$ cat src/rtl/mbc_pkg.sv
/*
  mbc_pkg: constants, field positions and carrier types shared by the
  request checker and its crc unit.
  assumes: one 40 MHz clock domain, byte stream from a same-clock uart.
*/
package mbc_pkg;
  // frame buffer, sized by the device's maximum buffer size
  localparam logic [6:0]  BUF_BYTES   = 7'h40;
  localparam logic [6:0]  MIN_FRAME   = 7'h04;
  localparam logic [6:0]  RD_FRAME    = 7'h08;
  localparam logic [6:0]  WR_HDR      = 7'h09;
  localparam logic [6:0]  RW_HDR      = 7'h0D;
  localparam logic [15:0] MAX_RD_REGS = 16'h001D;
  localparam logic [15:0] MAX_WR_REGS = 16'h001B;
  localparam logic [15:0] MAX_RW_REGS = 16'h0019;
  // byte positions in request and reply
  localparam logic [5:0]  B_NODE  = 6'h00;
  localparam logic [5:0]  B_FC    = 6'h01;
  localparam logic [5:0]  B_CODE  = 6'h02;
  localparam logic [5:0]  B_ADDR  = 6'h02;
  localparam logic [5:0]  B_QTY   = 6'h04;
  localparam logic [5:0]  B_WADDR = 6'h06;
  localparam logic [5:0]  B_WQTY  = 6'h08;
  localparam logic [6:0]  P_WR16  = 7'h07;
  localparam logic [6:0]  P_WR23  = 7'h0B;
  localparam logic [6:0]  P_RDATA = 7'h03;
  localparam logic [6:0]  LEN_EXC = 7'h03;
  localparam logic [6:0]  LEN_WR  = 7'h06;
  // function and exception codes
  localparam logic [7:0]  FC_READ    = 8'h03;
  localparam logic [7:0]  FC_WRITE   = 8'h10;
  localparam logic [7:0]  FC_RDWR    = 8'h17;
  localparam logic [7:0]  FC_EXC_BIT = 8'h80;
  localparam logic [7:0]  EXC_NONE   = 8'h00;
  localparam logic [7:0]  EXC_FUNC   = 8'h01;
  localparam logic [7:0]  EXC_ADDR   = 8'h02;
  localparam logic [7:0]  BCAST_ADDR = 8'h00;
  // type field in address bits 15..14
  localparam logic [1:0]  TYP_INT16 = 2'h0;
  localparam logic [1:0]  TYP_INT32 = 2'h1;
  localparam logic [1:0]  TYP_FLOAT = 2'h2;
  localparam logic [1:0]  TYP_RSVD  = 2'h3;
  localparam logic        FLOAT_SUPPORTED = 1'b0;
  localparam logic [16:0] PAR_COUNT = 17'h00BB8;
  // crc-16, reflected form of x16+x15+x2+1
  localparam logic [15:0] CRC_INIT    = 16'hFFFF;
  localparam logic [15:0] CRC_POLY    = 16'hA001;
  localparam logic [15:0] CRC_RESIDUE = 16'h0000;

  typedef struct packed {
    logic        wr;
    logic [13:0] addr;
    logic [31:0] data;
  } mbc_par_req_type;

  typedef struct packed {
    logic        is32;
    logic [31:0] min;
    logic [31:0] max;
    logic [31:0] rdata;
  } mbc_par_rsp_type;
endpackage : mbc_pkg

$ cat src/rtl/mbc_crc16.sv
/*
  mbc_crc16: byte-serial crc-16 accumulator, one byte per clock.
  assumes: reset already synchronised by the instantiating module.
*/
`timescale 1ns/1ps
module mbc_crc16 (
  // clock and reset
  input  wire logic        i_clk,
  input  wire logic        i_reset_n,
  // control and data
  input  wire logic        i_clear,
  input  wire logic        i_en,
  input  wire logic [7:0]  i_byte,
  // running value
  output logic      [15:0] o_crc
);
  import mbc_pkg::*;

  function automatic logic [15:0] crc_step(input logic [15:0] c, input logic [7:0] b);
    logic [15:0] r;
    r = c ^ {8'h00, b};
    for (int k = 0; k < 8; k++) begin
      r = r[0] ? ((r >> 1) ^ CRC_POLY) : (r >> 1);
    end
    return r;
  endfunction : crc_step

  always_ff @(posedge i_clk or negedge i_reset_n) begin
    if (!i_reset_n) begin
      o_crc <= CRC_INIT;
    end else if (i_clear) begin
      o_crc <= CRC_INIT;
    end else if (i_en) begin
      o_crc <= crc_step(o_crc, i_byte);
    end
  end
endmodule : mbc_crc16

$ cat config.mk
export PLATFORM = sky130hd
export DESIGN_NAME = mbc_crc16
export DESIGN_NICKNAME = d
export VERILOG_FILES = /design/src/rtl/mbc_pkg.sv /design/src/rtl/mbc_crc16.sv
export SDC_FILE = /design/constraint.sdc
export NUM_CORES = 1
export LEC_CHECK = 0
export BUFFER_PORTS_ARGS = -buffer_cell sky130_fd_sc_hd__clkbuf_2
export CAP_MARGIN = 20
export CORE_AREA = 2 2 46 48
export DETAILED_ROUTE_END_ITERATION = 8
export DIE_AREA = 0 0 48 50
export PLACE_DENSITY = 0.81
export SYNTH_ARGS = -nofsm -noshare
export SYNTH_HDL_FRONTEND = slang
export SYNTH_SLANG_ARGS = --single-unit
export TNS_END_PERCENT = 100
$ cat constraint.sdc
create_clock -name i_clk -period 5.1 [get_ports i_clk]
set_clock_uncertainty 0.1 [all_clocks]
set_input_delay 0 -clock i_clk [delete_from_list [all_inputs] [get_ports i_clk]]
set_output_delay 0 -clock i_clk [all_outputs]
set_load 0.1 [all_outputs]
# [Word-level counts from Yosys, hierarchy flattened]
# Index checks and enable logic that the tools add are counted.
[op_classes] muxes=10 bitwise_logic=9 n_reduce_logical=1
[ops] cell="$mux W16" count=10
[ops] cell="$not A2 Y3" count=8
[ops] cell="$xor A16 B8 Y16" count=1
[ops] cell="$reduce_bool A2 Y1" count=1
[word_totals] register_bits=16 inputBits=12 output_inout_bits=16 word_cells=21

# [Longest topological paths before layout]
# Gate-level depths: netlist of run 1.
[logic_depth] ltp_word=19 mapped_depth=5 mapped_depth_nobuf=5

# [Least setup slack after synthesis of run 1]
# Ideal clock, no wire load.
[synth_path] path_type="reg2reg" start="register o_crc[3]" end="register o_crc[14]" setup_time_ps=82 arrival_time_ps=2087 t_required_ps=4918 slack_ps=2831 stages_incl_launch_ff=6 n_path_buf=0 path_cell_list="dfstp_2 > xor2_1 > xnor2_1 > xnor3_2 > and3_1 > nor3_1"
[synth_via] elab_chain_len=12
[synth_rtl] item="start, declared" line_no="mbc_crc16.sv:15" rtl="output logic [15:0] o_crc"
[synth_rtl] item="start signal, assigned" line_no="mbc_crc16.sv:34" rtl="o_crc <= crc_step(o_crc, i_byte);"
[synth_rtl] item="$xor A16 B8 Y16 *" line_no="mbc_crc16.sv:21" rtl="r = c ^ {8'h00, b};"
[synth_rtl] item="$mux W16 * (2 in a row)" line_no="mbc_crc16.sv:23" rtl="r = r[0] ? ((r >> 1) ^ CRC_POLY) : (r >> 1);"
[synth_rtl] item="$not A2 Y3 (no source line)"
[synth_rtl] item="$mux W16 * (6 in a row)" line_no="mbc_crc16.sv:23"
[synth_rtl] item="$mux W16 *" line_no="mbc_crc16.sv:33" rtl="end else if (i_en) begin"
[synth_rtl] item="$mux W16 *" line_no="mbc_crc16.sv:31" rtl="end else if (i_clear) begin"
# Mark *: on every way between the ends. The rest lies on a longest branch, timed or not. The select of a mux whose other input is x is not followed.
# A chain may end at the register's enable or synchronous reset.

# [Final worst setup path of run 1]
[layout_path] start="register o_crc[3]" end="register o_crc[15]"
# The elaborated chain is that of the path after synthesis.

==> summary.md, run 1 <==
| Metric | Value |
|---|---|
| Chip height | `50 um` |
| H-tree level count | `1` |
| Vias/cell | `4.85` |
| Setup-failing EPs final | `0` |
| Synth cell types | `19` |
| Crit start category | `flop` |
| Worst path required time | `5.20 ns` |
| Max FFs per register | `16` |
| YS warnings | `0` |
| Max-cap violations | `0` |
| Remaining DRCs | `0` |
| Sinks on Clock Net | `16` |
| Synth area leaders | `dfstp_2 (47%), xnor2_1 (13%), a211o_1 (4.9%)` |
| WP data arrival | `2.13 ns` |
| Final WL | `1750 um` |
| GP Congestion | `0.728` |
| Port bufs | `27` |
| Die Area | `2400 um^2` |
| Register bank with the most flops | `o_crc` |
| Syn_nets | `99` |
| Clk slew on worst S/H paths | `0.09 ns` |
| First-pass GRT wire length | `2790 um` |
| Root buffer cell | `clkbuf_4` |
| Number of global-route vias before repair | `673` |
| Die Width | `48 um` |
| Largest net degree at the start of global routing | `28` |
| Total clock buffers created by CTS | `3` |
| DRT iter0 DRCs | `13` |
| Setup tns final | `0 ns` |
| Fillers | `174` |
| Std cell rows | `16` |
| Multi-input gate area | `453 um^2` |
| Peak supply drop | `0.266 mV` |
| Register area | `420 um^2` |
| Syn Inst Count | `87` |
| Drt first pass iters | `5` |
| DR vias | `679` |
| Top Registers | `o_crc: 16 flops` |
| Kind of critical path | `flop to flop` |
| Wirelength per Cell | `12.5 um` |
| PD cells | `573 nW/um^2` |
| Mean Syn Cell Area | `10.3 um^2` |
| Initial antenna violation count | `0` |
| Minimum clock period | `2.03 ns` |
| Max Root-Sink Buffers | `2` |
| Post-route ant nets | `0` |
| Cts-stage hold buffer count | `1` |
| Sequential area share after synthesis | `46.9%` |
| Gr usage total | `16.4%` |
| FMAX | `492 MHz` |
| CTS tree | `built` |
| Area fraction of the dominant cell type after synthesis | `46.9%` |
| Worst-Skew Late Latency | `0.28 ns` |
| Final net count | `127` |
| Tot Pwr | `618 uW` |
| Tightest Pin Transition | `0.543 ns` |
| Synth area leader | `dfstp_2` |
| Outcome | `finished clean` |
| Synthesis-to-layout area growth | `20.4%` |
| Final hold violation count | `0` |
| Worst-path fanout max | `5` |
| Netlist Area Pre-Place | `896 um^2` |
| # diodes | `0` |
| #FFs+latches synth | `16` |
| RSZ-0062 raised after global routing | `false` |
| R2R Setup Slk | `3.07 ns` |
| IO Count | `28` |
| Post-CTS Setup Inserts | `0` |
| Initial Utilization | `47.1%` |
| Core box area | `1900 um^2` |
| Gates resized, CTS repair | `0` |
| P_leak | `0.456 nW` |
| Total grt overflow | `0` |
| Min-Delay Path Class | `input port to flop` |
| Layout cells sized above 1 | `48.7%` |
| Post-DP HPWL | `1290 um` |
| Final slew viol count | `0` |
| Final Cycle Share | `39.9%` |
| Crit path capture type | `flop` |
| Headroom to the max-slew limit | `63.9%` |
## final timing paths
path	end	depth (start not counted)	from
setup / recovery	o_crc[15]	5	o_crc[3]
hold / removal	o_crc[9]	2	i_clear
min in group asynchronous	o_crc[2]	2	i_reset_n
max in group asynchronous	o_crc[7]	2	i_reset_n
setup reg to reg	o_crc[15]	5	o_crc[3]
hold reg to reg	o_crc[9]	2	o_crc[9]
## synthesized netlist by cell type
cell / count
dfstp_2: 16
nor2b_1: 4
o21ai_0: 1
o21bai_1: 1
nor2_1: 10
xnor2_1: 13
and3_1: 2
nor3b_1: 1
xnor3_2: 1
a21oi_1: 8
xnor2_2: 1
inv_1: 1
or2_2: 7
xor2_1: 5
clkbuf_1: 5
nor3_1: 4
and2_1: 1
a211o_1: 5
nor4_1: 1
## cells by family (layout without fill, tap and decap cells)
kind of cell / count (synthesis) / after routing / share of synthesized area, %
compound gates: 15 / 15 / 10.8
simple gates: 30 / 30 / 17.7
flops: 16 / 16 / 46.9
buf+inv: 6 / 32 / 2.51
xor+xnor: 20 / 20 / 22.1
## power breakdown
| group | switching, mW | total [mW] | internal (mW) |
|---|---|---|---|
| Combinational | 0.264 | 0.365 | 0.101 |
| Clock | 0.0358 | 0.0631 | 0.0273 |
| Sequential | 0.0213 | 0.190 | 0.169 |
| Total | 0.321 | 0.618 | 0.297 |
## worst max-delay path: stages (launching register included)
cell and delay (ns):
dfstp_2 0.55, xor2_1 0.25, xnor2_1 0.18, xnor3_2 0.50
and3_1 0.19, nor3_1 0.18
## cell usage in the layout (no fill, tap or decap)
cell type      Yosys  final
nor2b_1            4      4
nor3_1             4      4
o21bai_1           1      1
dlygate4sd3_1      0      1
clkbuf_2           0     27
or2_2              7      7
o21ai_0            1      1
xnor2_2            1      1
nor2_1            10     10
dfstp_2           16     16
and2_1             1      1
xnor2_1           13     13
xor2_1             5      5
a211o_1            5      5
nor4_1             1      1
nor3b_1            1      1
a21oi_1            8      8
inv_1              1      1
clkbuf_4           0      3
xnor3_2            1      1
and3_1             2      2
## area by class of cell
type,count,area share [%]
Multi-Input combinational cell,65,42.0
Clock buffer,3,2.09
Timing Repair Buffer,28,13.5
Sequential cell,16,39.0
Tap cell,27,3.13
Inverter,1,0.348
## metrics by stage
step                instance area, um^2  setup WS (ns)  util, %  std cells  hold WS, ns
detailed placement                 1050           3.09     55.0        136        0.140
CTS                                1080           3.06     56.7        140       0.0773
finish                             1080           3.07     56.7        140       0.0809
global placement                   1050           3.17     55.0        136        0.136
floorplan                           896           2.83        -         87       -0.248
global route                       1080           2.98     56.7        140       0.0940
## routing by layer
metal	part of all wire, %	GRT usage [%]	up-vias
met5	0	0	-
met4	1.8	8.11	0
met3	2.9	3.30	2
met2	53	28.4	17
met1	42	17.6	317
li1	-	-	343
(Power assumes the default switching activity.)
==> run 2, diff against run 1 <==
==> constraint.sdc (replaced) <==
create_clock -name i_clk -period 2 [get_ports i_clk]
set_clock_uncertainty 0.1 [all_clocks]
set_input_delay 0 -clock i_clk [delete_from_list [all_inputs] [get_ports i_clk]]
set_output_delay 0 -clock i_clk [all_outputs]
set_load 0.1 [all_outputs]
==> run 2 against run 1 <==
Register-to-register slack worse by 3.1 ns. Worst setup slack lost 3.1 ns. Final area grew 11%. Clock power grew to 2.7 times the previous value. Combinational power increased to 2.7 times the previous value. Sequential power increased to 2.6 times the previous value. Maximum frequency increased by 2.5%. Sequential cell count unchanged. Critical path depth stayed put. Cell count is the same. Via count up 7.2%.
==> summary.md, run 2 (synthesis gave the netlist of run 1 again) <==
| Metric | Value |
|---|---|
| Outcome | `finished clean` |
| Comb power frac | `59.9%` |
| Top Registers | `o_crc: 16 flops` |
| Minimum clock period | `1.98 ns` |
| Die Width | `48 um` |
| CP Cell Sequence | `xor2_4, xnor2_2, xnor3_2, and3_4, nor3_2` |
| Drt first pass iters | `4` |
| Crit path capture type | `flop` |
| Std cell rows | `16` |
| Max-cap violations | `0` |
| Die Area | `2400 um^2` |
| FMAX | `504 MHz` |
| Hold depth | `2` |
| Remaining DRCs | `0` |
| Clk slew on worst S/H paths | `0.09 ns` |
| Largest net degree at the start of global routing | `28` |
| WP data arrival | `2.10 ns` |
| Global Route met2 Usage | `30.7%` |
| H-tree level count | `1` |
| IO Count | `28` |
| First-pass GRT wire length | `3010 um` |
| Crit start category | `flop` |
| Sw Ratio | `52.3%` |
| Min-Delay Path Class | `input port to flop` |
| Final Cycle Share | `99.2%` |
| Crit path max-delay cell type | `dfstp_4` |
| Number of global-route vias before repair | `706` |
| Psw | `874 uW` |
| Peak supply drop | `0.876 mV` |
| Hold slack | `0.0762 ns` |
| Max FFs per register | `16` |
| Vias/cell | `5.20` |
| Setup-failing EPs final | `0` |
| Seq pwr share | `29.9%` |
| Worst path required time | `2.12 ns` |
| Final WL | `1990 um` |
| Worst-path fanout max | `5` |
| Total clock buffers created by CTS | `3` |
| Post-DP HPWL | `1330 um` |
| Sinks on Clock Net | `16` |
| Core box area | `1900 um^2` |
| CP max stage delay | `0.65 ns` |
| Tightest Pin Transition | `0.545 ns` |
| Gr usage total | `18.1%` |
| Register bank with the most flops | `o_crc` |
| Initial Utilization | `47.1%` |
| Port bufs | `27` |
| # diodes | `0` |
| Max Root-Sink Buffers | `2` |
| Tot Pwr | `1.67 mW` |
| Kind of critical path | `flop to flop` |
| Worst-Skew Late Latency | `0.29 ns` |
| GRT met1 Usage | `19.7%` |
| Initial antenna violation count | `0` |
| FF-to-FF path depth | `5` |
| Fillers | `171` |
| RSZ-0062 raised after global routing | `true` |
| Met3 Use GR | `4.40%` |
| Synthesis-to-layout area growth | `33.9%` |
| PD cells | `1390 nW/um^2` |
| Root buffer cell | `clkbuf_4` |
| Wirelength per Cell | `14.2 um` |
| GP Congestion | `0.728` |
| Post-route ant nets | `0` |
| DRT iter0 DRCs | `9` |
| Busiest grt layer | `met2` |
| Commonest cells after routing, fill and taps aside | `clkbuf_2 (27), nor2_1 (10), dfstp_2 (10), a21oi_1 (8), xnor2_1 (8)` |
| P_int | `798 uW` |
| Clk pwr share | `10.2%` |
| Final slew viol count | `0` |
| Headroom to the max-slew limit | `63.8%` |
| Total grt overflow | `0` |
| CTS tree | `built` |
| Most common cell after layout, fill and taps aside | `clkbuf_2` |
| Final net count | `127` |
| Final hold violation count | `0` |
| P_leak | `0.494 nW` |
| Chip height | `50 um` |
| DR vias | `728` |
| Layout cells sized above 1 | `59.3%` |
run 2: cell counts in the layout (fill, tap and decap cells not counted):
No cell type changed its count.
run 2: what timing repair did:
item | 4_1_cts | 5_1_grt
resized for setup | 0 | 8
hold buffers | 1 | 0
setup endpoints to repair | 0 | 3
buffers inserted | 0 | 0
hold endpoints to repair | 16 | 0
run 2: final timing paths:
| kind | start | endpoint | slack [ns] |
|---|---|---|---|
| worst max-delay path | o_crc[3] | o_crc[15] | 0.02 |
| worst min-delay path | i_clear | o_crc[9] | 0.08 |
| worst max register to register | o_crc[3] | o_crc[15] | 0.02 |
| worst min register to register | o_crc[9] | o_crc[9] | 0.44 |
| max in group asynchronous | i_reset_n | o_crc[7] | 1.42 |
| min in group asynchronous | i_reset_n | o_crc[2] | 0.36 |
run 2: critical path, delay by kind of cell, from the launching register on:
kind                      cells  cell delay, ns
DFF                           1            0.65
and+or+nand+nor               2            0.32
xor gates and xnor gates      3            0.85
run 2: cell type report:
| type | count | area [um^2] | share of cell area [%] |
|---|---|---|---|
| inverter | 1 | 3.75 | 0.313 |
| tap | 27 | 33.8 | 2.82 |
| clock buffer | 3 | 22.5 | 1.88 |
| multi-input combinational | 65 | 552 | 46.0 |
| timing repair buffer | 28 | 145 | 12.1 |
| sequential | 16 | 443 | 36.9 |
run 2: power groups by stage:
stage / combinational (mW) / sequential (mW) / clock (mW)
after floorplan: 0.364 / 0.959 / 0
after global placement: 0.931 / 0.500 / 0
after detailed placement: 0.942 / 0.505 / 0
after CTS: 0.948 / 0.500 / 0.172
after global routing: 1.05 / 0.510 / 0.202
final: 1.00 / 0.500 / 0.170
run 2: per-layer routing:
| layer | wire length (um) | vias up |
|---|---|---|
| met5 | 0 | - |
| met1 | 819 | 355 |
| li1 | - | 343 |
| met4 | 56 | 0 |
| met3 | 81 | 5 |
| met2 | 1040 | 25 |
run 2: per-stage QoR:
| stage | instances | worst slack, ns | util (%) | area, um^2 | setup TNS (ns) |
|---|---|---|---|---|---|
| after floorplan | 87 | -0.0534 | - | 967 | -0.107 |
| after global placement | 136 | 0.0960 | 58.8 | 1120 | 0 |
| after detailed placement | 136 | 0.0723 | 58.8 | 1120 | 0 |
| after CTS | 140 | 0.0503 | 60.5 | 1150 | 0 |
| after global routing | 140 | -0.0244 | 63.1 | 1200 | -0.0453 |
| final | 140 | 0.0152 | 63.1 | 1200 | 0 |
